--- src/rtl/pls_pkg.sv ---
package pls_pkg;

  // service channel parameter identifiers of this block
  localparam logic [15:0] PLS_ID_ENTER     = 16'h01a4;
  localparam logic [15:0] PLS_ID_EXIT      = 16'h01a6;
  localparam logic [15:0] PLS_ID_INVALID   = 16'h01a7;
  localparam logic [15:0] PLS_ID_COUPLING  = 16'h01a9;

  // procedure command word: bit 0 set, bit 1 execute
  localparam int          PLS_CMD_SET_BIT  = 0;
  localparam int          PLS_CMD_EXEC_BIT = 1;
  localparam int          PLS_COUPLE_BIT   = 0;
  localparam logic [15:0] PLS_CMD_RESET    = 16'h0000;
  localparam logic [15:0] PLS_CPL_RESET    = 16'h0000;
  localparam logic [15:0] PLS_CPL_MASK     = 16'h0001;

  // acknowledge codes
  localparam logic [15:0] PLS_ERR_NOT_EXEC = 16'h7012;
  localparam logic [15:0] PLS_ERR_NONE     = 16'h0000;
  localparam logic [15:0] PLS_ERR_UNMAPPED = 16'h1001;
  localparam logic [15:0] PLS_ERR_RDONLY   = 16'h7004;
  localparam logic [15:0] PLS_ERR_CHECK    = 16'h7013;

  // invalid list depth and monitoring settle time
  localparam int          PLS_LIST_DEPTH   = 8;
  localparam int          PLS_LIST_AW      = 3;
  localparam int          PLS_MON_ON_NS    = 80;
  localparam int          PLS_CLK_NS       = 8;
  localparam int          PLS_MON_CYC      = (PLS_MON_ON_NS + PLS_CLK_NS - 1) / PLS_CLK_NS;

  typedef enum logic [1:0] {
    PLS_ACK_NONE = 2'b00,
    PLS_ACK_BUSY = 2'b01,
    PLS_ACK_POS  = 2'b10,
    PLS_ACK_NEG  = 2'b11
  } pls_ack_e;

  typedef enum logic [2:0] {
    PLS_ST_OPER   = 3'b000,
    PLS_ST_PARAM  = 3'b001,
    PLS_ST_CHECK  = 3'b010,
    PLS_ST_MONON  = 3'b011,
    PLS_ST_FAILED = 3'b100
  } pls_state_e;

  // service channel request and answer
  typedef struct packed {
    logic        valid;
    logic        write;
    logic [15:0] ident;
    logic [15:0] wdata;
    logic [PLS_LIST_AW-1:0] index;
  } pls_req_s;

  typedef struct packed {
    logic        valid;
    logic        error;
    logic [15:0] code;
    logic [31:0] rdata;
  } pls_rsp_s;

  // one parameter check outcome from the application
  typedef struct packed {
    logic        valid;
    logic        last;
    logic        fault;
    logic [31:0] ident;
  } pls_chk_s;

endpackage : pls_pkg

--- src/rtl/pls_level_switch.sv ---
module pls_level_switch
  import pls_pkg::*;
(
  // clock and reset
  input  wire logic        clk,
  input  wire logic        arst_n,
  // service channel
  input  wire pls_req_s    svc_req,
  output pls_rsp_s         svc_rsp,
  // communication state machine follow request (when coupled)
  input  wire logic        comm_req_param,
  input  wire logic        comm_req_oper,
  // parameter checker
  output logic             check_start,
  input  wire pls_chk_s    check_res,
  // monitoring
  output logic             monitor_on,
  // level status and acknowledges
  output logic             level_param,
  output pls_ack_e         enter_ack,
  output pls_ack_e         exit_ack
);

  pls_state_e   state;
  logic [15:0]  enter_cmd;
  logic [15:0]  exit_cmd;
  logic [15:0]  coupling;
  logic         check_fault;
  logic [$clog2(PLS_MON_CYC+1)-1:0] mon_cnt;

  // decoded requests
  logic         wr_enter;
  logic         wr_exit;
  logic         wr_cpl;
  logic         decoupled;
  logic         enter_exec;
  logic         exit_exec;
  logic         list_clear;
  logic         list_push;
  logic [31:0]  list_data;
  logic [PLS_LIST_AW:0] list_count;
  // refusal decodes, shared by the store, the acks and the answer; leave decode for the check start
  logic         enter_refuse;
  logic         exit_refuse;
  logic         leave_param;

  function automatic logic cmd_exec(input logic [15:0] w);
    cmd_exec = w[PLS_CMD_SET_BIT] & w[PLS_CMD_EXEC_BIT];
  endfunction : cmd_exec

  // a write that carries the given parameter ident
  function automatic logic svc_write_to(input pls_req_s r, input logic [15:0] id);
    svc_write_to = r.valid && r.write && r.ident == id;
  endfunction : svc_write_to

  // an executing command is refused unless its starting level is active
  function automatic logic cmd_refused(input logic       exec,
                                       input pls_state_e st,
                                       input pls_state_e need);
    cmd_refused = exec && st != need;
  endfunction : cmd_refused

  assign wr_enter     = svc_write_to(svc_req, PLS_ID_ENTER);
  assign wr_exit      = svc_write_to(svc_req, PLS_ID_EXIT);
  assign wr_cpl       = svc_write_to(svc_req, PLS_ID_COUPLING);
  assign decoupled    = coupling[PLS_COUPLE_BIT];
  assign enter_exec   = wr_enter && cmd_exec(svc_req.wdata);
  assign exit_exec    = wr_exit && cmd_exec(svc_req.wdata);
  assign enter_refuse = cmd_refused(enter_exec, state, PLS_ST_OPER);
  assign exit_refuse  = cmd_refused(exit_exec, state, PLS_ST_PARAM);
  assign leave_param  = (exit_exec && decoupled) || (!decoupled && comm_req_oper);
  assign list_clear   = exit_exec && state == PLS_ST_PARAM;
  assign list_push    = state == PLS_ST_CHECK && check_res.valid && check_res.fault;

  // command words; a command refused as not executable is not stored
  always_ff @(posedge clk or negedge arst_n) begin
    if (!arst_n) begin
      enter_cmd <= PLS_CMD_RESET;
    end else if (wr_enter && !enter_refuse) begin
      enter_cmd <= svc_req.wdata;
    end
  end

  // same rule for the exit word
  always_ff @(posedge clk or negedge arst_n) begin
    if (!arst_n) begin
      exit_cmd <= PLS_CMD_RESET;
    end else if (wr_exit && !exit_refuse) begin
      exit_cmd <= svc_req.wdata;
    end
  end

  always_ff @(posedge clk or negedge arst_n) begin
    if (!arst_n) begin
      coupling <= PLS_CPL_RESET;
    end else if (wr_cpl) begin
      coupling <= svc_req.wdata & PLS_CPL_MASK;
    end
  end

  // level state machine
  // coupled it follows the communication requests, decoupled only the commands
  always_ff @(posedge clk or negedge arst_n) begin
    if (!arst_n) begin
      state <= PLS_ST_OPER;
    end else begin
      unique case (state)
        PLS_ST_OPER: begin
          if (enter_exec && decoupled) begin
            state <= PLS_ST_PARAM;
          end else if (!decoupled && comm_req_param) begin
            state <= PLS_ST_PARAM;
          end
        end
        PLS_ST_PARAM: begin
          if (exit_exec && decoupled) begin
            state <= PLS_ST_CHECK;
          end else if (!decoupled && comm_req_oper) begin
            state <= PLS_ST_CHECK;
          end
        end
        PLS_ST_CHECK: begin
          if (check_res.valid && check_res.last) begin
            if (check_fault || check_res.fault) begin
              state <= PLS_ST_FAILED;
            end else begin
              state <= PLS_ST_MONON;
            end
          end
        end
        PLS_ST_MONON: begin
          if (mon_cnt == '0) begin
            state <= PLS_ST_OPER;
          end
        end
        PLS_ST_FAILED: begin
          state <= PLS_ST_PARAM;
        end
        default: begin
          state <= PLS_ST_OPER;
        end
      endcase
    end
  end

  // fault accumulator over one check pass
  always_ff @(posedge clk or negedge arst_n) begin
    if (!arst_n) begin
      check_fault <= 1'b0;
    end else if (state != PLS_ST_CHECK) begin
      check_fault <= 1'b0;
    end else if (check_res.valid && check_res.fault) begin
      check_fault <= 1'b1;
    end
  end

  // settle counter runs only in the switch-on state
  always_ff @(posedge clk or negedge arst_n) begin
    if (!arst_n) begin
      mon_cnt <= '0;
    end else if (state == PLS_ST_CHECK && check_res.valid && check_res.last) begin
      mon_cnt <= ($clog2(PLS_MON_CYC+1))'(PLS_MON_CYC - 1);
    end else if (state == PLS_ST_MONON && mon_cnt != '0) begin
      mon_cnt <= mon_cnt - 1'b1;
    end
  end

  // monitoring is on from reset, comes back on only after the checks pass; off at parameter level
  always_ff @(posedge clk or negedge arst_n) begin
    if (!arst_n) begin
      monitor_on <= 1'b1;
    end else if (state == PLS_ST_MONON) begin
      monitor_on <= 1'b1;
    end else if (state == PLS_ST_PARAM) begin
      monitor_on <= 1'b0;
    end
  end

  // a check pass starts in the same cycle that the level leaves the parameter state
  always_ff @(posedge clk or negedge arst_n) begin
    if (!arst_n) begin
      check_start <= 1'b0;
    end else begin
      check_start <= state == PLS_ST_PARAM && leave_param;
    end
  end

  // status bit 4 of the device status word
  always_ff @(posedge clk or negedge arst_n) begin
    if (!arst_n) begin
      level_param <= 1'b0;
    end else begin
      level_param <= state != PLS_ST_OPER;
    end
  end

  // acknowledges; positive only once the level bit already shows the new level
  always_ff @(posedge clk or negedge arst_n) begin
    if (!arst_n) begin
      enter_ack <= PLS_ACK_NONE;
    end else if (wr_enter && !cmd_exec(svc_req.wdata)) begin
      enter_ack <= PLS_ACK_NONE;
    end else if (enter_refuse) begin
      enter_ack <= PLS_ACK_NEG;
    end else if (enter_exec) begin
      enter_ack <= PLS_ACK_BUSY;
    end else if (enter_ack == PLS_ACK_BUSY && decoupled && state == PLS_ST_PARAM
                 && level_param) begin
      enter_ack <= PLS_ACK_POS;
    end
  end

  // positive exit waits for the level bit to clear so status and ack agree
  always_ff @(posedge clk or negedge arst_n) begin
    if (!arst_n) begin
      exit_ack <= PLS_ACK_NONE;
    end else if (wr_exit && !cmd_exec(svc_req.wdata)) begin
      exit_ack <= PLS_ACK_NONE;
    end else if (exit_refuse) begin
      exit_ack <= PLS_ACK_NEG;
    end else if (exit_exec) begin
      exit_ack <= PLS_ACK_BUSY;
    end else if (exit_ack == PLS_ACK_BUSY && state == PLS_ST_FAILED) begin
      exit_ack <= PLS_ACK_NEG;
    end else if (exit_ack == PLS_ACK_BUSY && decoupled && state == PLS_ST_OPER
                 && !level_param && !check_fault && monitor_on
                 && list_count == '0) begin
      exit_ack <= PLS_ACK_POS;
    end
  end

  // service channel answer, one cycle after the request
  // reads return data on writes too, so a refused write shows the stored word
  always_ff @(posedge clk or negedge arst_n) begin
    if (!arst_n) begin
      svc_rsp <= '0;
    end else begin
      svc_rsp.valid <= svc_req.valid;
      svc_rsp.error <= 1'b0;
      svc_rsp.code  <= PLS_ERR_NONE;
      svc_rsp.rdata <= 32'h0000_0000;
      if (svc_req.valid) begin
        unique case (svc_req.ident)
          PLS_ID_ENTER: begin
            svc_rsp.rdata <= {16'h0000, enter_cmd};
            if (enter_refuse) begin
              svc_rsp.error <= 1'b1;
              svc_rsp.code  <= PLS_ERR_NOT_EXEC;
            end
          end
          PLS_ID_EXIT: begin
            svc_rsp.rdata <= {16'h0000, exit_cmd};
            if (exit_refuse) begin
              svc_rsp.error <= 1'b1;
              svc_rsp.code  <= PLS_ERR_NOT_EXEC;
            end
          end
          PLS_ID_INVALID: begin
            svc_rsp.rdata <= list_data;
            if (svc_req.write) begin
              svc_rsp.error <= 1'b1;
              svc_rsp.code  <= PLS_ERR_RDONLY;
            end
          end
          PLS_ID_COUPLING: begin
            svc_rsp.rdata <= {16'h0000, coupling & PLS_CPL_MASK};
          end
          default: begin
            svc_rsp.error <= 1'b1;
            svc_rsp.code  <= PLS_ERR_UNMAPPED;
          end
        endcase
      end
    end
  end

  // cleared when an exit command executes at parameter level; a coupled leave on comm_req_oper does not clear it
  pls_invalid_list u_list (
    .clk      (clk),
    .arst_n   (arst_n),
    .clear    (list_clear),
    .push     (list_push),
    .ident    (check_res.ident),
    .rd_index (svc_req.index),
    .rd_data  (list_data),
    .count    (list_count)
  );

endmodule : pls_level_switch

--- src/rtl/pls_invalid_list.sv ---
module pls_invalid_list
  import pls_pkg::*;
(
  // clock and reset
  input  wire logic                   clk,
  input  wire logic                   arst_n,
  // control
  input  wire logic                   clear,
  input  wire logic                   push,
  input  wire logic [31:0]            ident,
  // read port
  input  wire logic [PLS_LIST_AW-1:0] rd_index,
  output logic      [31:0]            rd_data,
  output logic      [PLS_LIST_AW:0]   count
);

  logic [31:0] entry [PLS_LIST_DEPTH];

  // overflow entries are dropped; the count still saturates at the depth
  always_ff @(posedge clk or negedge arst_n) begin
    if (!arst_n) begin
      count <= '0;
    end else if (clear) begin
      count <= '0;
    end else if (push && count < (PLS_LIST_AW+1)'(PLS_LIST_DEPTH)) begin
      count <= count + 1'b1;
    end
  end

  always_ff @(posedge clk) begin
    if (push && !clear && count < (PLS_LIST_AW+1)'(PLS_LIST_DEPTH)) begin
      entry[count[PLS_LIST_AW-1:0]] <= ident;
    end
  end

  // entries past the count read as zero
  always_comb begin
    if ({1'b0, rd_index} < count) begin
      rd_data = entry[rd_index];
    end else begin
      rd_data = 32'h0000_0000;
    end
  end

endmodule : pls_invalid_list

--- config.mk ---
export PLATFORM = sky130hd
export DESIGN_NAME = pls_level_switch
export DESIGN_NICKNAME = d
export VERILOG_FILES = /design/src/rtl/pls_pkg.sv /design/src/rtl/pls_level_switch.sv /design/src/rtl/pls_invalid_list.sv
export SDC_FILE = /design/constraint.sdc
export NUM_CORES = 1
export LEC_CHECK = 0
export BUFFER_PORTS_ARGS = -buffer_cell sky130_fd_sc_hd__buf_2
export CAP_MARGIN = 10
export CORE_MARGIN = 2
export CORE_UTILIZATION = 45
export DETAILED_ROUTE_END_ITERATION = 8
export SLEW_MARGIN = 20
export SYNTH_ARGS = -nofsm -noshare
export SYNTH_HDL_FRONTEND = slang
export SYNTH_HIERARCHICAL = 1
export SYNTH_SLANG_ARGS = --single-unit
--- constraint.sdc ---
create_clock -name clk -period 10.7 [get_ports clk]
set_input_delay 3.21 -clock clk [delete_from_list [all_inputs] [get_ports clk]]
set_output_delay 3.21 -clock clk [all_outputs]
set_load 0.01 [all_outputs]
# After elaboration in Yosys (flattened, before gate mapping)

Memory sizes are Yosys's and may differ from the RTL's.
Cells that the tools add are included.

Output and inout bits: 57
Memory bits (writable): 256
Register bits after elaboration: 102
Memories kept: 1
Word-level logic and storage cells: 130
Input port bits: 76
Bits in latches: 0
Memory bits (read-only): 0

Memory list:

| memory       | words | width | rd ports | clocked after Yosys merged registers in | write ports | RTL line               | text |
|---|---|---|---|---|---|---|---|
| u_list.entry | 8     | 32    | 1        | 0                                       | 1           | pls_invalid_list.sv:17 | `logic [31:0] entry [PLS_LIST_DEPTH];` |

Reductions and logical operators: 58
$add $sub $neg: 2
Multipliers: 0
Multiplexer cells: 34
Shifts and indexed selects: 0
Divide/modulo/power cells: 0
Bitwise gates (word level): 1
Equal/unequal tests: 16
Magnitude comparators: 2

Operators with widths:

| cell                  | count |
|---|---|
| $pmux W32 S4          | 1 |
| $pmux W17 S4          | 1 |
| $eq A16 B9 Y1 const B | 4 |
| $mux W17              | 3 |
| $mux W49              | 1 |
| $logic_and A1 B1 Y1   | 37 |
| $mux W32              | 1 |
| $mux W3               | 7 |
| $mux W2               | 9 |
| $mux W4               | 4 |
| $pmux W3 S5           | 1 |
| $logic_not A4 Y1      | 2 |
| $reduce_bool A2 Y1    | 4 |
| $reduce_bool A4 Y1    | 2 |
| $logic_not A1 Y1      | 7 |
| $eq A3 B2 Y1 const B  | 2 |
| $mux W1               | 6 |
| $ne A3 B3 Y1 const B  | 2 |
| $reduce_bool A5 Y1    | 1 |
| $add A4 B1 Y4 const B | 1 |
| $eq A2 B1 Y1 const B  | 2 |
| $lt A3 B4 Y1          | 1 |
| $lt A4 B4 Y1 const B  | 1 |
| $reduce_and A4 Y1     | 1 |
| 11 further kinds      | 12 |

# Depth between registers and ports, before layout

Word-level depth: 12
Mapped depth: 8
Gate-level depth less buffers: 7

# By module

Netlist, hierarchy kept.

By module, submodules not included:

| module           | instances | cells an instance | area each (um^2) |
|---|---|---|---|
| pls_invalid_list | 1         | 552               | 10298.6 |
| pls_level_switch | 1         | 292               | 3724.8 |

# Least setup slack after synthesis

No wires, ideal clock.

Path type: input port to flip-flop
From: in svc_req[24] in the netlist's numbering
To: mem u_list.entry[1][0], enable pin
Required time: 10239 ps
Data arrival time: 6383 ps
Path slack: 3857 ps
Cell stages on the path: 7
Cells stage by stage: or4b_1 buf_2 nor4_4 nand3_1 nor3_1 nand3b_1 nor3_1

Cells in the longest elaborated chain, start to end: 9

Ends and longest elaborated chain:

| item                              | RTL line               | text |
|---|---|---|
| from (decl)                       | pls_level_switch.sv:8  | `input wire pls_req_s svc_req,` |
| $eq A16 B9 Y1                     | pls_level_switch.sv:53 | `svc_write_to = r.valid && r.write && r.ident == id;` |
| $logic_and A1 B1 Y1               | pls_level_switch.sv:53 |  |
| $logic_and A1 B1 Y1               | pls_level_switch.sv:68 | `assign exit_exec = wr_exit && cmd_exec(svc_req.wdata);` |
| $logic_and A1 B1 Y1               | pls_level_switch.sv:72 | `assign list_clear = exit_exec && state == PLS_ST_PARAM;` |
| via list_clear                    | pls_level_switch.sv:38 | `logic list_clear;` |
| $logic_not A1 Y1                  | pls_invalid_list.sv:31 | `if (push && !clear && count < (PLS_LIST_AW+1)'(PLS_LIST_DEPTH)) begin` |
| $logic_and A1 B1 Y1 (2 in series) | pls_invalid_list.sv:31 |  |
| $mux W1                           | pls_invalid_list.sv:31 |  |
| $mux W1 (implied by the code)     | pls_invalid_list.sv:32 | `entry[count[PLS_LIST_AW-1:0]] <= ident;` |
| to (decl)                         | pls_invalid_list.sv:17 |  |

The timed path passes the listed nets, and every way through them passes these cells.

# Final worst setup path

From: in svc_req[34] in the netlist's numbering
To: mem u_list.entry[7][15], enable pin

The elaborated chain is that of the path after synthesis.

==> metrics list <==
* Outcome: complete, no violations
* Critical path data required time: 10.95 ns
- Fmax achieved: 164 MHz
- Fraction of final layout cells sized beyond drive strength 1: 24.8%
- By instance count, the leading cell after synthesis is sky130_fd_sc_hd__edfxtp_1.
* Synthesized instance count: 844
- The number of antenna violations at the first check in global routing is 1.
- The synthesized netlist devotes 6.54% of its cell area to simple gates.
- Worst-path clk slew: 0.06 ns
- The detailed router placed 7644 vias in this run.
- Total of flip-flops plus latches after synthesis: 346
- TritonCTS built the clock tree.
- Top-level port count: 133
- Yosys mapped the design onto 62 distinct sky130hd cell types.
- Of all cell types, the one taking the most synthesized area is sky130_fd_sc_hd__edfxtp_1.
- The worst setup path is of the input port to flip-flop kind.
- Nets@finish: 1054
* Setup-violating endpoint count in the final report: 0
* Worst relative slew slack: 31.3%
- Top cells by area in the synthesized netlist: sky130_fd_sc_hd__edfxtp_1, sky130_fd_sc_hd__dfrtp_1, sky130_fd_sc_hd__mux2i_1, sky130_fd_sc_hd__a22oi_1, sky130_fd_sc_hd__and3_1
* Tmin final: 6.08 ns
- The worst-case IR drop observed on VDD is 0.154 mV.
* Post-Route Skew: 0.0140 ns
* Num CTS Buffers: 37
- The worst path uses 56.8% of the clock period.
* Number of warnings issued by yosys: 6
* Detail-routed via count per cell: 5.46
- Setup repair after global routing left no endpoint under its margin.
* Layout overhead on the synthesized area: 15.0%
* Total Neg Setup Slack: 0 ns
* Starting utilization of the core area: 45.7%
- Die Wd: 181 µm
* Post-detailed-route wirelength per cell: 20.4 µm
- The die covers 32600 µm².
- Measured on the finished design, the core utilization comes to 52.6%.
- The hold violation total from the final report is 0.
- DP Wirelength: 16.3 mm
* Most numerous cell types in the synthesized netlist: sky130_fd_sc_hd__edfxtp_1, sky130_fd_sc_hd__mux2i_1, sky130_fd_sc_hd__dfrtp_1
* Arithmetic-cell share of the synthesized area counting full adders, half adders and majority gates: 0.357%
* Worst EP arrival: 6.33 ns
- The pre-antenna-repair detailed-routing pass consisted of 5 iterations.
- In the routed design, unresolved DRC markers number 0.
- Proportion of synthesized area in mux cells: 12.2%
- Row cnt: 64
- Parity-gate share of the synthesized area counting xor and xnor cells: 0.312%
- The core region is 30700 µm².
- Once the clock tree was built, the setup fixing pass inserted 0 buffers.
- By area, the combinational part of the netlist is dominated by multiplexers.
- Cell area after synthesis: 14000 µm²
* Fraction of the mapped netlist area in compound gates: 5.96%
- The first global-routing pass estimated 44.4 mm of wire.
- Global placement routability congestion: 0.741
- Clock tree synthesis selected as its root buffer the cell sky130_fd_sc_hd__clkbuf_16.
- Largest net degree at the start of global routing: 73
* H-tree levels: 2
* Via count of the first global-routing pass: 7536
- Buffers placed on the I/O ports in this run total 123.
- Worst hold path type: flip-flop to flip-flop
- Share of flip-flops with an asynchronous set or reset after synthesis: 26.0%
- Hold Buf Count CTS: 0
- Counting flops with a built-in enable in the synthesized netlist gives 256.
- STA classifies the critical path endpoint as a flip-flop.
* Remaining antenna violation count after routing: 0
- A synthesized cell averages 16.6 µm².
* Most used flip-flop cell after synthesis: sky130_fd_sc_hd__edfxtp_1
- Share of the synthesized area in the top cell type: 54.8%
* Leakage power: 6.42 nW
- In the global route stage, overall resource usage came out at 17.5%.
* Die height: 181 µm
- Total congestion overflow after global routing: 0
- Number of max-cap violations: 0
* Number of gates resized after cts: 0
* # clock sinks: 346
- Fill cells in the final layout number 2524.
* Final Max Slew Viols: 0
* Worst setup SP type: input port
- Summing the sequential cell areas from Yosys gives 70.9% of the chip area.
- The final layout contains routed wiring with a total length of 28.5 mm.
* Clock Tree Buf Depth: 3
* Peak fanout along the critical path: 19
- The detailed router finished its first iteration with 625 violations.
* Measured slew at the worst slew-check pin: 1.03 ns
* Power per standard cell area: 179 nW/µm²
* Worst skew pair latency: 0.51 ns
==> report_power, final <==
part | internal (mW) | switching, mW | leakage (nW) | total, mW
Clock | 0.726 | 0.490 | 0.559 | 1.22
Combinational | 0.0704 | 0.111 | 2.37 | 0.182
Sequential | 1.46 | 0.0198 | 3.49 | 1.48
==> stage by stage <==
step           hold slack (ns)  power, mW  cells  setup WS (ns)  area, µm²
2_1_floorplan            0.480       1.63    852           3.86      14100
3_3_place_gp             0.490       1.69   1327           4.26      14900
3_5_place_dp             0.496       1.69   1328           4.16      14900
4_1_cts                  0.508       2.91   1395           4.68      16100
5_1_grt                  0.516       2.99   1398           4.44      16100
6_report                 0.505       2.88   1399           4.62      16100
==> cells in the final DEF, fill, tap and decap left out, types with 3 or more instances in the layout <==
| cell | n |
|---|---|
| sky130_fd_sc_hd__a21oi_1 | 8 |
| sky130_fd_sc_hd__and2_1 | 3 |
| sky130_fd_sc_hd__nor3_1 | 5 |
| sky130_fd_sc_hd__nor4_1 | 4 |
| sky130_fd_sc_hd__ha_1 | 4 |
| sky130_fd_sc_hd__edfxtp_1 | 256 |
| sky130_fd_sc_hd__nor2_1 | 30 |
| sky130_fd_sc_hd__and3_1 | 50 |
| sky130_fd_sc_hd__nand3b_1 | 4 |
| sky130_fd_sc_hd__mux2_2 | 15 |
| sky130_fd_sc_hd__nor2_4 | 6 |
| sky130_fd_sc_hd__a222oi_1 | 16 |
| sky130_fd_sc_hd__o21ai_0 | 3 |
| sky130_fd_sc_hd__nand3_1 | 6 |
| sky130_fd_sc_hd__clkbuf_8 | 5 |
| sky130_fd_sc_hd__buf_2 | 121 |
| sky130_fd_sc_hd__mux2i_1 | 129 |
| sky130_fd_sc_hd__mux2_4 | 17 |
| sky130_fd_sc_hd__clkinv_1 | 3 |
| sky130_fd_sc_hd__clkbuf_16 | 37 |
| sky130_fd_sc_hd__nand2_1 | 18 |
| sky130_fd_sc_hd__conb_1 | 9 |
| sky130_fd_sc_hd__xnor2_1 | 4 |
| sky130_fd_sc_hd__clkbuf_1 | 14 |
| sky130_fd_sc_hd__nor4_4 | 3 |
| sky130_fd_sc_hd__a22oi_1 | 64 |
| sky130_fd_sc_hd__buf_4 | 13 |
| sky130_fd_sc_hd__inv_1 | 9 |
| sky130_fd_sc_hd__dfrtp_1 | 89 |
==> metal layers <==
layer,GRT usage (%),vias to the layer above,part of all wire (%)
met5,0,-,0.046
met4,4.68,2,1.8
met3,3.11,41,4.7
met2,27.6,216,46
met1,25.1,3843,47
li1,-,3542,-
==> layout make-up <==
type | count | area (µm²) | area share (%)
well taps | 396 | 495 | 3.07
clock inverters | 11 | 118 | 0.729
repair buffers | 139 | 810 | 5.02
flip-flops and latches | 346 | 9940 | 61.6
diodes | 1 | 2.50 | 0.0155
clock buffers | 56 | 1050 | 6.49
inverters | 9 | 33.8 | 0.209
multi-input cells | 441 | 3680 | 22.8
==> cell families after synthesis <==
logic type | Yosys count
compound gates | 108
xor+xnor | 5
fa+ha+maj | 4
buf+inv | 65
flops | 346
mux | 161
other cells | 1
simple gates | 154
==> state kept, by name (all words and copies together), names as in the netlist <==
register      cells
monitor_on        1
enter_cmd        16
exit_cmd         16
u_list/entry    256
mon_cnt           4
enter_ack         2
u_list/count      4
check_start       1
exit_ack          2
coupling          1
check_fault       1
svc_rsp          38
level_param       1
state             3
==> critical path, cell delays in order <==
cell and delay (ns):
sky130_fd_sc_hd__buf_2 0.09, sky130_fd_sc_hd__or4b_1 0.73, sky130_fd_sc_hd__nor4_4 0.33, sky130_fd_sc_hd__buf_4 0.30, sky130_fd_sc_hd__nand3_1 0.22, sky130_fd_sc_hd__nor3_1 0.55, sky130_fd_sc_hd__nand3b_1 0.43, sky130_fd_sc_hd__nor2_4 0.22
sky130_fd_sc_hd__buf_16 0.22
==> final timing paths <==
path	startpoint	endpoint	slack, ns	cells past startpoint
worst max-delay path	svc_req[34]	u_list/entry[7][15]$_DFFE_PP_	4.62	9
worst min register to register	monitor_on$_DFFE_PN1P_	monitor_on$_DFFE_PN1P_	0.50	2
min in group asynchronous	arst_n	check_fault$_DFFE_PN0P_	2.66	1
worst min-delay path	monitor_on$_DFFE_PN1P_	monitor_on$_DFFE_PN1P_	0.50	2
max in group asynchronous	arst_n	exit_cmd[13]$_DFFE_PN0P_	6.91	2
worst max register to register	state[2]$_DFFE_PN0P_	u_list/entry[6][20]$_DFFE_PP_	7.78	7
Note: power is estimated with default switching activity, not from simulation.
